**src/clkguard_pkg.sv**
```systemverilog
// constants, register map and carrier types for the clock guard block
// assumes an 8-bit register port and one core clock at 10 MHz
package clkguard_pkg;

	// ----------------------------------------------------------------
	// register offsets
	// ----------------------------------------------------------------
	localparam logic [3:0] OFS_WRITE_PROTECT = 4'h0;
	localparam logic [3:0] OFS_PROC_MODE2 = 4'h1;
	localparam logic [3:0] OFS_CLOCK_CTRL0 = 4'h2;
	localparam logic [3:0] OFS_CLOCK_CTRL1 = 4'h3;
	localparam logic [3:0] OFS_CLOCK_CTRL2 = 4'h4;
	localparam logic [3:0] OFS_PLL_CTRL = 4'h5;

	// ----------------------------------------------------------------
	// field positions
	// ----------------------------------------------------------------
	localparam int B_PROT_CLOCK = 0;
	localparam int B_PROT_MODE = 1;
	localparam int B_PROT_PORT = 2;
	localparam int B_PROT_VOLT = 3;
	localparam int B_CLOCK_LOCK = 1;
	localparam int B_PERIPH_STOP_IN_WAIT = 2;
	localparam int B_SUB_OSC_ON = 4;
	localparam int B_MAIN_OSC_STOP = 5;
	localparam int B_DIV8_SELECT = 6;
	localparam int B_SUB_CLOCK_SELECT = 7;
	localparam int B_ALL_CLOCKS_OFF = 0;
	localparam int B_PLL_CPU_SELECT = 1;
	localparam int B_DIV_SEL_LO = 6;
	localparam int B_DIV_SEL_HI = 7;
	localparam int B_OSC_DETECT_ENABLE = 0;
	localparam int B_RING_OSC_SELECT = 1;
	localparam int B_STOP_DETECTED = 2;
	localparam int B_MAIN_STOPPED = 3;
	localparam int B_DETECT_ACTION = 7;
	localparam int B_PLL_ON = 7;

	// ----------------------------------------------------------------
	// reset values and write masks under the clock lock
	// ----------------------------------------------------------------
	localparam logic [7:0] RST_CLOCK_CTRL0 = 8'h40;
	localparam logic [7:0] RST_CLOCK_CTRL1 = 8'h00;
	localparam logic [7:0] RST_CLOCK_CTRL2 = 8'h00;
	localparam logic [7:0] RST_PLL_CTRL = 8'h00;
	localparam logic [7:0] RST_PROC_MODE2 = 8'h00;
	localparam logic [3:0] RST_WRITE_PROTECT = 4'h0;
	localparam logic [7:0] LOCK_MASK_CTRL0 = 8'hA4;
	localparam logic [7:0] LOCK_MASK_CTRL1 = 8'h03;
	localparam logic [7:0] LOCK_MASK_CTRL2 = 8'h01;
	localparam logic [7:0] LOCK_MASK_PLL = 8'hFF;

	// ----------------------------------------------------------------
	// types
	// ----------------------------------------------------------------
	typedef enum logic [3:0] {
		SRC_MAIN = 4'b0001,
		SRC_PLL = 4'b0010,
		SRC_RING = 4'b0100,
		SRC_SUB = 4'b1000
	} clk_src_e;

	typedef enum logic [2:0] {
		PWR_RUN = 3'b001,
		PWR_WAIT = 3'b010,
		PWR_STOP = 3'b100
	} pwr_mode_e;

	typedef struct packed {
		clk_src_e cpu_src;
		clk_src_e periph_src;
		logic [4:0] cpu_div;
	} clk_sel_s;

	typedef struct packed {
		logic main_en;
		logic sub_en;
		logic ring_en;
		logic pll_en;
	} osc_en_s;

endpackage

```
**src/clock_guard.sv**
```systemverilog
// clock guard: divider and source select, power modes, clock lock,
// oscillation stop and re-oscillation detection, register protection
// assumes register strobes and EXT_WRITE come from logic on CORE_CLK;
// MAIN_OSC_RUNNING comes from the oscillator and is synchronised here
//
// Contract
// div8 set divides by eight, else 00/01/10/11 give 1,2,4,16.
// sub-clock-select 1 picks sub clock; 0 picks main, PLL or ring.
// sub-clock-oscillate bit 0 stops sub oscillator, 1 runs it.
// main-clock-stop bit 0 keeps main oscillating, 1 stops it.
// ring-select 1 makes ring oscillator the CPU source.
// all-clocks-off write enters stop; wait instruction enters wait.
// clock lock blocks writes to listed clock bits and PLL register.
// software sets lock only on running, selected main clock.
// software never executes wait while the lock is set.
// detect enable arms detection; action bit picks reset or irq.
// detection needs main clock above 2 MHz, else keep disabled.
// reset action on main stop halts device until hardware reset.
// stop on main source: irq, ring takes over, flags set.
// stop on PLL source: irq and flags set, ring select unchanged.
// restart: irq, stop-detected 1, main-stopped 0, ring unchanged.
// detect irq shares vector; stop-detected flag tells sources apart.
// stop-detected flag blocks further detect irqs until cleared.
// stop in low-speed mode: CPU stays on sub, peripherals on ring.
// software disables detection before stop mode or main stop change.
// protect register gates clock, mode, port and voltage groups.
// port-group protect bit clears after the next write anywhere.
// clock, mode and voltage protect bits clear only by software.
// blocked writes leave stored values unchanged, without error.
//
// Our own choices: the address-and-strobe port and the register offsets.
`timescale 1ns/100ps

module clock_guard
	import clkguard_pkg::*;
(
	// clock and reset
	input wire logic CORE_CLK,
	input wire logic RESETN,
	// register port
	input wire logic [3:0] ADDR,
	input wire logic [7:0] WDATA,
	input wire logic WR,
	input wire logic RD,
	output logic [7:0] RDATA,
	// system events
	input wire logic EXT_WRITE,
	input wire logic WAIT_EXEC,
	input wire logic HW_INTERRUPT,
	input wire logic MAIN_OSC_RUNNING,
	// clock control outputs
	output clk_sel_s CLK_SEL,
	output osc_en_s OSC_EN,
	output pwr_mode_e PWR_MODE,
	output logic PERIPH_STOP_IN_WAIT,
	// detection outputs
	output logic DETECT_IRQ,
	output logic OSC_STOP_RESET,
	// write gates for registers kept elsewhere
	output logic PORT_GROUP_WE,
	output logic VOLTAGE_GROUP_WE
);

	// ----------------------------------------------------------------
	// helpers
	// ----------------------------------------------------------------
	function automatic logic [7:0] merge(input logic [7:0] old_v,
		input logic [7:0] new_v, input logic [7:0] keep);
		merge = (old_v & keep) | (new_v & ~keep);
	endfunction

	function automatic logic [4:0] div_ratio(input logic d8,
		input logic hi, input logic lo);
		if (d8) begin
			div_ratio = 5'h08;
		end else begin
			case ({hi, lo})
				2'b00: div_ratio = 5'h01;
				2'b01: div_ratio = 5'h02;
				2'b10: div_ratio = 5'h04;
				default: div_ratio = 5'h10;
			endcase
		end
	endfunction

	// ----------------------------------------------------------------
	// registers and decode
	// ----------------------------------------------------------------
	logic [3:0] write_protect_reg;
	logic [7:0] proc_mode2_reg;
	logic [7:0] clock_ctrl0_reg;
	logic [7:0] clock_ctrl1_reg;
	logic [7:0] clock_ctrl2_reg;
	logic [7:0] pll_ctrl_reg;
	logic periph_ring_fallback;
	logic main_sync1;
	logic main_sync2;
	logic main_prev;
	pwr_mode_e pwr_state;
	pwr_mode_e next_pwr_state;

	logic clock_lock;
	logic clk_wr_ok;
	logic wr_ctrl0;
	logic wr_ctrl1;
	logic wr_ctrl2;
	logic wr_pll;
	logic wr_pm2;
	logic [7:0] keep0;
	logic [7:0] keep1;
	logic [7:0] keep2;
	logic [7:0] keep_pll;
	logic main_fell;
	logic main_rose;
	logic detect_on;
	logic irq_action;
	logic irq_event;
	logic stop_event;
	logic enter_stop;

	assign clock_lock = proc_mode2_reg[B_CLOCK_LOCK];
	assign clk_wr_ok = write_protect_reg[B_PROT_CLOCK];
	assign wr_ctrl0 = WR && ADDR == OFS_CLOCK_CTRL0 && clk_wr_ok;
	assign wr_ctrl1 = WR && ADDR == OFS_CLOCK_CTRL1 && clk_wr_ok;
	assign wr_ctrl2 = WR && ADDR == OFS_CLOCK_CTRL2 && clk_wr_ok;
	assign wr_pll = WR && ADDR == OFS_PLL_CTRL && clk_wr_ok;
	assign wr_pm2 = WR && ADDR == OFS_PROC_MODE2 &&
		write_protect_reg[B_PROT_MODE];
	assign keep0 = clock_lock ? LOCK_MASK_CTRL0 : 8'h00;
	assign keep1 = clock_lock ? LOCK_MASK_CTRL1 : 8'h00;
	assign keep2 = clock_lock ? LOCK_MASK_CTRL2 : 8'h00;
	assign keep_pll = clock_lock ? LOCK_MASK_PLL : 8'h00;
	assign enter_stop = wr_ctrl1 && !keep1[B_ALL_CLOCKS_OFF] &&
		WDATA[B_ALL_CLOCKS_OFF];

	// ----------------------------------------------------------------
	// main oscillator sense and detection events
	// ----------------------------------------------------------------
	always_ff @(posedge CORE_CLK or negedge RESETN) begin
		if (!RESETN) begin
			main_sync1 <= 1'b1;
			main_sync2 <= 1'b1;
			main_prev <= 1'b1;
		end else begin
			main_sync1 <= MAIN_OSC_RUNNING;
			main_sync2 <= main_sync1;
			main_prev <= main_sync2;
		end
	end

	assign main_fell = main_prev && !main_sync2;
	assign main_rose = !main_prev && main_sync2;
	assign detect_on = clock_ctrl2_reg[B_OSC_DETECT_ENABLE];
	assign irq_action = clock_ctrl2_reg[B_DETECT_ACTION];
	assign stop_event = detect_on && main_fell;
	// flag still set blocks a further request
	assign irq_event = detect_on && irq_action && (main_fell || main_rose)
		&& !clock_ctrl2_reg[B_STOP_DETECTED];

	// ----------------------------------------------------------------
	// protect register
	// ----------------------------------------------------------------
	always_ff @(posedge CORE_CLK or negedge RESETN) begin
		if (!RESETN) begin
			write_protect_reg <= RST_WRITE_PROTECT;
		end else if (WR && ADDR == OFS_WRITE_PROTECT) begin
			write_protect_reg <= WDATA[3:0];
		end else if (WR || EXT_WRITE) begin
			write_protect_reg[B_PROT_PORT] <= 1'b0;
		end
	end

	// ----------------------------------------------------------------
	// processor mode 2 (clock lock)
	// ----------------------------------------------------------------
	always_ff @(posedge CORE_CLK or negedge RESETN) begin
		if (!RESETN) begin
			proc_mode2_reg <= RST_PROC_MODE2;
		end else if (wr_pm2) begin
			proc_mode2_reg <= WDATA;
		end
	end

	// ----------------------------------------------------------------
	// clock control 0 and 1
	// ----------------------------------------------------------------
	always_ff @(posedge CORE_CLK or negedge RESETN) begin
		if (!RESETN) begin
			clock_ctrl0_reg <= RST_CLOCK_CTRL0;
		end else begin
			if (wr_ctrl0) begin
				clock_ctrl0_reg <= merge(clock_ctrl0_reg, WDATA, keep0);
			end
			if (enter_stop) begin
				clock_ctrl0_reg[B_DIV8_SELECT] <= 1'b1;
			end
		end
	end

	always_ff @(posedge CORE_CLK or negedge RESETN) begin
		if (!RESETN) begin
			clock_ctrl1_reg <= RST_CLOCK_CTRL1;
		end else if (pwr_state == PWR_STOP && HW_INTERRUPT) begin
			clock_ctrl1_reg[B_ALL_CLOCKS_OFF] <= 1'b0;
		end else if (wr_ctrl1) begin
			clock_ctrl1_reg <= merge(clock_ctrl1_reg, WDATA, keep1);
		end
	end

	// ----------------------------------------------------------------
	// clock control 2: hardware updates win over software writes
	// ----------------------------------------------------------------
	always_ff @(posedge CORE_CLK or negedge RESETN) begin
		if (!RESETN) begin
			clock_ctrl2_reg <= RST_CLOCK_CTRL2;
		end else begin
			if (wr_ctrl2) begin
				clock_ctrl2_reg <= merge(clock_ctrl2_reg, WDATA, keep2);
			end
			if (irq_event) begin
				clock_ctrl2_reg[B_STOP_DETECTED] <= 1'b1;
				clock_ctrl2_reg[B_MAIN_STOPPED] <= main_fell;
			end
			if (irq_event && main_fell &&
				CLK_SEL.cpu_src == SRC_MAIN) begin
				clock_ctrl2_reg[B_RING_OSC_SELECT] <= 1'b1;
			end
		end
	end

	always_ff @(posedge CORE_CLK or negedge RESETN) begin
		if (!RESETN) begin
			pll_ctrl_reg <= RST_PLL_CTRL;
		end else if (wr_pll) begin
			pll_ctrl_reg <= merge(pll_ctrl_reg, WDATA, keep_pll);
		end
	end

	// peripherals move to ring when main stops under sub clock
	always_ff @(posedge CORE_CLK or negedge RESETN) begin
		if (!RESETN) begin
			periph_ring_fallback <= 1'b0;
		end else if (irq_event && main_fell &&
			CLK_SEL.cpu_src == SRC_SUB) begin
			periph_ring_fallback <= 1'b1;
		end else if (wr_ctrl2 && !WDATA[B_MAIN_STOPPED]) begin
			periph_ring_fallback <= 1'b0;
		end
	end

	// ----------------------------------------------------------------
	// detection outputs
	// ----------------------------------------------------------------
	always_ff @(posedge CORE_CLK or negedge RESETN) begin
		if (!RESETN) begin
			DETECT_IRQ <= 1'b0;
		end else begin
			DETECT_IRQ <= irq_event;
		end
	end

	// held until the external hardware reset
	always_ff @(posedge CORE_CLK or negedge RESETN) begin
		if (!RESETN) begin
			OSC_STOP_RESET <= 1'b0;
		end else if (stop_event && !irq_action) begin
			OSC_STOP_RESET <= 1'b1;
		end
	end

	// ----------------------------------------------------------------
	// power mode machine
	// ----------------------------------------------------------------
	always_comb begin
		next_pwr_state = pwr_state;
		case (pwr_state)
			PWR_RUN: begin
				if (enter_stop) begin
					next_pwr_state = PWR_STOP;
				end else if (WAIT_EXEC) begin
					next_pwr_state = PWR_WAIT;
				end
			end
			PWR_WAIT, PWR_STOP: begin
				if (HW_INTERRUPT) begin
					next_pwr_state = PWR_RUN;
				end
			end
			default: next_pwr_state = PWR_RUN;
		endcase
	end

	always_ff @(posedge CORE_CLK or negedge RESETN) begin
		if (!RESETN) begin
			pwr_state <= PWR_RUN;
		end else begin
			pwr_state <= next_pwr_state;
		end
	end

	// ----------------------------------------------------------------
	// clock selection and oscillator enables
	// ----------------------------------------------------------------
	always_comb begin
		if (clock_ctrl0_reg[B_SUB_CLOCK_SELECT]) begin
			CLK_SEL.cpu_src = SRC_SUB;
		end else if (clock_ctrl2_reg[B_RING_OSC_SELECT]) begin
			CLK_SEL.cpu_src = SRC_RING;
		end else if (clock_ctrl1_reg[B_PLL_CPU_SELECT]) begin
			CLK_SEL.cpu_src = SRC_PLL;
		end else begin
			CLK_SEL.cpu_src = SRC_MAIN;
		end
		if (clock_ctrl2_reg[B_RING_OSC_SELECT] || periph_ring_fallback) begin
			CLK_SEL.periph_src = SRC_RING;
		end else begin
			CLK_SEL.periph_src = SRC_MAIN;
		end
		CLK_SEL.cpu_div = div_ratio(clock_ctrl0_reg[B_DIV8_SELECT],
			clock_ctrl1_reg[B_DIV_SEL_HI],
			clock_ctrl1_reg[B_DIV_SEL_LO]);
	end

	assign OSC_EN.main_en = !clock_ctrl0_reg[B_MAIN_OSC_STOP] &&
		pwr_state != PWR_STOP;
	assign OSC_EN.sub_en = clock_ctrl0_reg[B_SUB_OSC_ON] &&
		pwr_state != PWR_STOP;
	assign OSC_EN.ring_en = (clock_ctrl2_reg[B_RING_OSC_SELECT] ||
		periph_ring_fallback) && pwr_state != PWR_STOP;
	assign OSC_EN.pll_en = pll_ctrl_reg[B_PLL_ON] && pwr_state != PWR_STOP;
	assign PWR_MODE = pwr_state;
	assign PERIPH_STOP_IN_WAIT = clock_ctrl0_reg[B_PERIPH_STOP_IN_WAIT];
	assign PORT_GROUP_WE = write_protect_reg[B_PROT_PORT];
	assign VOLTAGE_GROUP_WE = write_protect_reg[B_PROT_VOLT];

	// ----------------------------------------------------------------
	// read port, data one cycle after the strobe
	// ----------------------------------------------------------------
	always_ff @(posedge CORE_CLK or negedge RESETN) begin
		if (!RESETN) begin
			RDATA <= 8'h00;
		end else if (RD) begin
			case (ADDR)
				OFS_WRITE_PROTECT: RDATA <= {4'h0, write_protect_reg};
				OFS_PROC_MODE2: RDATA <= proc_mode2_reg;
				OFS_CLOCK_CTRL0: RDATA <= clock_ctrl0_reg;
				OFS_CLOCK_CTRL1: RDATA <= clock_ctrl1_reg;
				OFS_CLOCK_CTRL2: RDATA <= clock_ctrl2_reg;
				OFS_PLL_CTRL: RDATA <= pll_ctrl_reg;
				default: RDATA <= 8'h00;
			endcase
		end else begin
			RDATA <= 8'h00;
		end
	end

	// ----------------------------------------------------------------
	// assertions
	// ----------------------------------------------------------------
	property p_div8;
		@(posedge CORE_CLK) disable iff (!RESETN)
		clock_ctrl0_reg[B_DIV8_SELECT] |-> CLK_SEL.cpu_div == 5'h08;
	endproperty
	a_div8: assert property (p_div8)
		else $error("div8 not giving eight");

	property p_lock_pll;
		@(posedge CORE_CLK) disable iff (!RESETN)
		(clock_lock && WR && ADDR == OFS_PLL_CTRL) |=>
			$stable(pll_ctrl_reg);
	endproperty
	a_lock_pll: assert property (p_lock_pll)
		else $error("pll control changed under lock");

	property p_stop_entry;
		@(posedge CORE_CLK) disable iff (!RESETN)
		enter_stop |=> pwr_state == PWR_STOP &&
			clock_ctrl0_reg[B_DIV8_SELECT];
	endproperty
	a_stop_entry: assert property (p_stop_entry)
		else $error("stop mode not entered");

	property p_reset_hold;
		@(posedge CORE_CLK) disable iff (!RESETN)
		$rose(OSC_STOP_RESET) |=> OSC_STOP_RESET [*8];
	endproperty
	a_reset_hold: assert property (p_reset_hold)
		else $error("stop reset released early");

	property p_ring_take;
		@(posedge CORE_CLK) disable iff (!RESETN)
		(irq_event && main_fell && CLK_SEL.cpu_src == SRC_MAIN) |=>
			DETECT_IRQ && CLK_SEL.cpu_src == SRC_RING &&
			clock_ctrl2_reg[B_MAIN_STOPPED];
	endproperty
	a_ring_take: assert property (p_ring_take)
		else $error("ring fallback missing");

	property p_pll_ring_kept;
		@(posedge CORE_CLK) disable iff (!RESETN)
		(irq_event && CLK_SEL.cpu_src == SRC_PLL && !wr_ctrl2) |=>
			!clock_ctrl2_reg[B_RING_OSC_SELECT];
	endproperty
	a_pll_ring_kept: assert property (p_pll_ring_kept)
		else $error("ring select moved on pll source");

	property p_blocked;
		@(posedge CORE_CLK) disable iff (!RESETN)
		clock_ctrl2_reg[B_STOP_DETECTED] |=> !DETECT_IRQ;
	endproperty
	a_blocked: assert property (p_blocked)
		else $error("detect irq while flag set");

	property p_port_clear;
		@(posedge CORE_CLK) disable iff (!RESETN)
		(write_protect_reg[B_PROT_PORT] && EXT_WRITE && !WR) |=>
			!PORT_GROUP_WE;
	endproperty
	a_port_clear: assert property (p_port_clear)
		else $error("port protect not cleared");

	property p_clock_kept;
		@(posedge CORE_CLK) disable iff (!RESETN)
		(write_protect_reg[B_PROT_CLOCK] && EXT_WRITE &&
			!(WR && ADDR == OFS_WRITE_PROTECT)) |=>
			write_protect_reg[B_PROT_CLOCK];
	endproperty
	a_clock_kept: assert property (p_clock_kept)
		else $error("clock protect cleared by hardware");

	property p_unprot;
		@(posedge CORE_CLK) disable iff (!RESETN)
		(WR && ADDR == OFS_CLOCK_CTRL1 && !clk_wr_ok &&
			!(pwr_state == PWR_STOP && HW_INTERRUPT)) |=>
			$stable(clock_ctrl1_reg);
	endproperty
	a_unprot: assert property (p_unprot)
		else $error("protected write landed");

endmodule

```
**config.mk**
```make
export PLATFORM = sky130hd
export DESIGN_NAME = clock_guard
export DESIGN_NICKNAME = d
export VERILOG_FILES = /design/src/clkguard_pkg.sv /design/src/clock_guard.sv
export SDC_FILE = /design/constraint.sdc
export NUM_CORES = 1
export LEC_CHECK = 0
export ABC_AREA = 1
export BUFFER_PORTS_ARGS = -buffer_cell sky130_fd_sc_hd__buf_2
export CORE_AREA = 5 5 80 82
export DETAILED_ROUTE_END_ITERATION = 10
export DIE_AREA = 0 0 85 87
export GPL_ROUTABILITY_DRIVEN = 1
export PLACE_DENSITY = 0.77
export RECOVER_POWER = 50
export SLEW_MARGIN = 25
export SYNTH_ARGS = -nofsm -noshare
export SYNTH_HDL_FRONTEND = slang
export SYNTH_SLANG_ARGS = --single-unit
```
**constraint.sdc**
```tcl
create_clock -name CORE_CLK -period 1.83 [get_ports CORE_CLK]
set_input_delay 0.183 -clock CORE_CLK [delete_from_list [all_inputs] [get_ports CORE_CLK]]
set_output_delay 0.183 -clock CORE_CLK [all_outputs]
set_load 0.01 [all_outputs]
```
* Word-level counts from Yosys, hierarchy flattened
Index checks and enable logic that the tools add are counted.
** Storage, ports and cells
- Input port bits :: 20
- Logic and storage cells :: 128
- Register bits after elaboration :: 61
- Output and inout port bits :: 33
** Cells by class
- Reductions and logical operators :: 50
- Mux-type cells :: 27
- Equality and inequality tests :: 15
- Bitwise logic cells :: 17
** Operator list (number)
- 8-bit AND :: 6
- 8-bit case mux with 6 select lines :: 1
- 8-bit bitwise OR :: 4
- 1-bit logical AND :: 29
- 8-bit two-way mux :: 3
- 8-bit inverter :: 2
- 3-bit two-way mux :: 5
- 5-bit case mux with 3 select lines :: 1
- 2-bit nonzero test :: 6
- 1-bit two-way mux :: 9
- 8-bit by 1-bit AND with 8-bit output :: 1
- 8-bit by 2-bit AND with 8-bit output :: 1
- 4-bit by 1-bit equality test with 1-bit output, second input constant :: 2
- 4-bit by 2-bit equality test with 1-bit output, second input constant :: 2
- 4-bit by 3-bit equality test with 1-bit output, second input constant :: 2
- 4-bit two-way mux :: 2
- 1-bit inverter with 8-bit output :: 1
- 2-bit inverter with 8-bit output :: 1
- 1-bit logical NOT :: 7
- 7-bit two-way mux :: 1
- 2-bit two-way mux :: 3
- 3-bit inequality test, second input constant :: 2
- 3-bit case mux with 2 select lines :: 1
- 5-bit two-way mux :: 1
- 13 further kinds :: 16

* Longest topological paths before layout
- Depth after elaboration :: 8
- Depth in mapped cells :: 8
- Mapped depth without buffers :: 8

* Worst setup path after synthesis
Ideal clock, no wire load.
- Path type :: flip-flop to flip-flop
- Start :: reg main_sync2
- End :: reg clock_ctrl2_reg[1]
- Arrival time :: 1.259 ns
- Buffers on the path :: 0
- Cell stages (with the launch flop) :: 8
- Data required time :: 1.743 ns
- Period minus slack after synthesis :: 1.346 ns
- Setup slack :: 0.484 ns
- Library setup time :: 0.087 ns
- Path through :: dfstp_2 inv_1 ha_1 nor2_1 nand2_1 nor2_1 nand2_1 o211ai_1
** Between the ends
- Longest elaborated chain between the ends :: 8
- Elaborated cells between the ends (all ways) :: 10
- Those cells by class :: 1 x mux; 9 x reduce/logical
** RTL lines
- start, declared :: line clock_guard.sv:97 : logic main_sync2;
- start signal, assigned :: line clock_guard.sv:146 : main_sync2 <= main_sync1;
- 1-bit logical NOT :: line clock_guard.sv:151 : assign main_fell = main_prev && !main_sync2;
- 1-bit logical AND :: line clock_guard.sv:151
- 1-bit logical OR :: line clock_guard.sv:157 : assign irq_event = detect_on && irq_action && (main_fell || main_rose)
- 1-bit logical AND :: line clock_guard.sv:157
- 1-bit logical AND :: line clock_guard.sv:158 : && !clock_ctrl2_reg[B_STOP_DETECTED];
- 1-bit logical AND (*) (2 in a row) :: line clock_guard.sv:224 : if (irq_event && main_fell &&
- 1-bit two-way mux / 2-bit nonzero test (equally long branches)
- end signal, assigned :: line clock_guard.sv:218 : clock_ctrl2_reg <= merge(clock_ctrl2_reg, WDATA, keep2);
- end signal, assigned by index :: line clock_guard.sv:222 : clock_ctrl2_reg[B_MAIN_STOPPED] <= main_fell;
- end, declared :: line clock_guard.sv:93 : logic [7:0] clock_ctrl2_reg;
Mark *: on every way between the ends. The rest lies on a longest branch, timed or not.
A chain may end at the register's enable or synchronous reset.

==> flow_summary.json <==
{
  "outcome": "finished, final reports clean",
  "r2r_setup_slack_ns": 0.34,
  "numClockSinks": 61,
  "io_buffers": 50,
  "worstSetupPathType": "flop to output port",
  "p_comb_share_pct": 19.3,
  "ys_top_cells_by_count": "nand2_1, dfrtp_1, nand3_1, inv_1, nor2_1",
  "synth_cells": 340,
  "chipHeight_um": 87,
  "first_pass_iters": 5,
  "ys_ff_latch": 61,
  "cts_buffer_depth": 2,
  "relSlewSlack_pct": 56.4,
  "root_buffer": "clkbuf_8",
  "routed_wl_mm": 7.22,
  "r2r-start": "main_sync2$_DFF_PN1_",
  "pre_cts_slack_ns": 0.373,
  "final_hold_viol_count": 0,
  "yosys.area.top_type": "dfrtp_1",
  "setup.worst_path.end": "OSC_EN[1]",
  "dp_hpwl_mm": 5.23,
  "clk_latency_ns": 0.34,
  "core_area_mm2": 0.00568,
  "antenna_found_initial": 0,
  "start_util_pct": 52.4,
  "switchingPower_uw": 1160,
  "drv_cap": 0,
  "ios": 53,
  "synth-edff-count": 0,
  "grt_max_degree": 41,
  "crit_path_end_kind": "output port",
  "maxSlewViolCount": 0,
  "critPathRequiredTime_ns": 1.65,
  "synthArstFlopShare_pct": 100,
  "cts_resized": 0,
  "yosysWarnings": 0,
  "synth.most_common_cell": "nand2_1",
  "clk_pin_slew_ns": 0.07,
  "worstPathMaxFanout": 5,
  "num_antenna_cells": 0,
  "num_rows": 28,
  "rsz0062_at_grt": "no",
  "grtUsageMet3_pct": 6.34,
  "whs_ns": 0.0316,
  "arrival_ns": 1.32,
  "critPathLaunchType": "flop",
  "ant_nets": 0,
  "synth_cell_types": 32,
  "cts_buffers": 9,
  "crit_start": "PWR_MODE[1]$_DFFE_PN0P_",
  "synth_flop_cell": "dfrtp_1",
  "r2r_cells": 7,
  "grtUsageMet2_pct": 34.3,
  "drc": 0,
  "vias": 2567,
  "initialDrtViolationCount": 186,
  "min_path_cells": 2,
  "setup-violations-final": 0,
  "routedWlPerCell_um": 15.1,
  "yosysSeqAreaShare_pct": 51.6,
  "grt_usage_pct": 21.1,
  "cellInternalPower_uw": 2630,
  "top_usage_layer": "met2",
  "clkPwrFrac_pct": 33.1,
  "vias_per_cell": 5.36,
  "holdCritPathClass": "input port to flop",
  "synth_area_mm2": 0.00297,
  "synthTopCellsByArea": "dfrtp_1, nand3_1, nand2_1, inv_1, dfstp_2",
  "h-tree-depth": 3,
  "layout.nets": 420,
  "layout_min_cycle_time_ns": 1.50,
  "drive_above_1_share_pct": 22.5,
  "cts_tree": "yes",
  "die_w_um": 85,
  "p_leak_uw": 0.00175,
  "syn2layout_area_growth_pct": 17.0,
  "max_freq_mhz": 665,
  "die_area_mm2": 0.00740,
  "setup_ws_ns": 0.326,
  "tightest_slew_ns": 0.652,
  "grt_pass1_wl_mm": 12.0,
  "overflow": 0,
  "gp_congestion": 0.892,
  "r2r_end": "clock_ctrl2_reg[1]$_DFFE_PN0P_",
  "final.setup.tns_ns": 0,
  "globalRouteMet1Util_pct": 26.9,
  "worst_ir_drop_vdd_uv": 772,
  "synth_top_area_share_pct": 47.2,
  "final_util_pct": 61.3,
  "min_period_over_period_pct": 82.2,
  "swShare_pct": 30.7,
  "seqPwrFrac_pct": 47.7,
  "fin_skew_ns": 0.00776,
  "p_per_area_mw_per_mm2": 1090,
  "grt_pass1_vias": 2505,
  "syn_avg_cell_area_um2": 8.74,
  "hp-start": "EXT_WRITE"
}
[power by group through the flow]
stage,registers (µW),clock network [µW],logic [µW]
2_1_floorplan,1800,0,476
3_3_place_gp,1820,0,715
3_5_place_dp,1830,0,743
4_1_cts,1810,1280,750
5_1_grt,1840,1340,828
6_report,1810,1250,730
[how the worst min path moves through the flow]
stage                                       endpoint  slack (ns)
floorplan                       DETECT_IRQ$_DFF_PN0_       -0.11
global route        write_protect_reg[2]$_DFFE_PN0P_        0.02
finish              write_protect_reg[2]$_DFFE_PN0P_        0.03
global placement                  RDATA[6]$_DFF_PN0_        0.18
detailed placement        asynchronous set/reset pin        0.18
CTS                 write_protect_reg[2]$_DFFE_PN0P_        0.02
[routing by layer]
metal | up-vias | part of all wire, %
met4 | 0 | 1.7
met3 | 12 | 6.8
met2 | 91 | 48
met1 | 1229 | 44
li1 | 1235 | -
met5 | - | 0
[cell families after synthesis]
group / Yosys count / share of synthesized area, %
and+or+nand+nor: 169 / 28.8
DFF: 61 / 51.6
AOI/OAI and AO/OA: 56 / 10.9
buffers and inverters: 52 / 8.13
adders and majority gates: 1 / 0.421
other: 1 / 0.126
[area by class of cell]
type	instances	area, µm²
fillers	520	2200
clock buffers	13	169
multi-input cells	228	1180
flip-flops and latches	61	1530
repair buffers	60	314
clock inverters	3	42.5
inverters	39	146
well taps	75	93.8
[cell usage in the layout, fill, tap and decap left out, drive strengths merged]
cell type	instances
nand4	6
nor3	6
o21ai	38
ha	1
clkbuf	25
nor2	38
conb	2
dlygate4sd3	2
clkinv	1
nand2	67
clkinvlp	1
dfrtp	56
a31o	1
a21oi	13
o32ai	1
buf	46
nand3	51
inv	39
dfstp	5
nand3b	1
bufinv	1
o211ai	3
[critical path, cell delays in order (launching register included)]
cell and delay (ns):
dfrtp_1 0.43, nor3_2 0.21, buf_4 0.16, nor2_1 0.04, buf_2 0.14
[per-stage QoR]
step                power (µW)  cells  cell area [µm²]
finish                    3790    479             3480
global route              4010    479             3480
CTS                       3840    479             3530
detailed placement        2570    461             3300
global placement          2530    461             3300
floorplan                 2280    341             2980
[timing repair]
item	4_1_cts	5_1_grt
endpoints found under the setup margin	0	0
hold buffers	2	0
endpoints found under the hold margin	22	0
buffers inserted	0	0
Note: power is estimated with default switching activity, not from simulation.
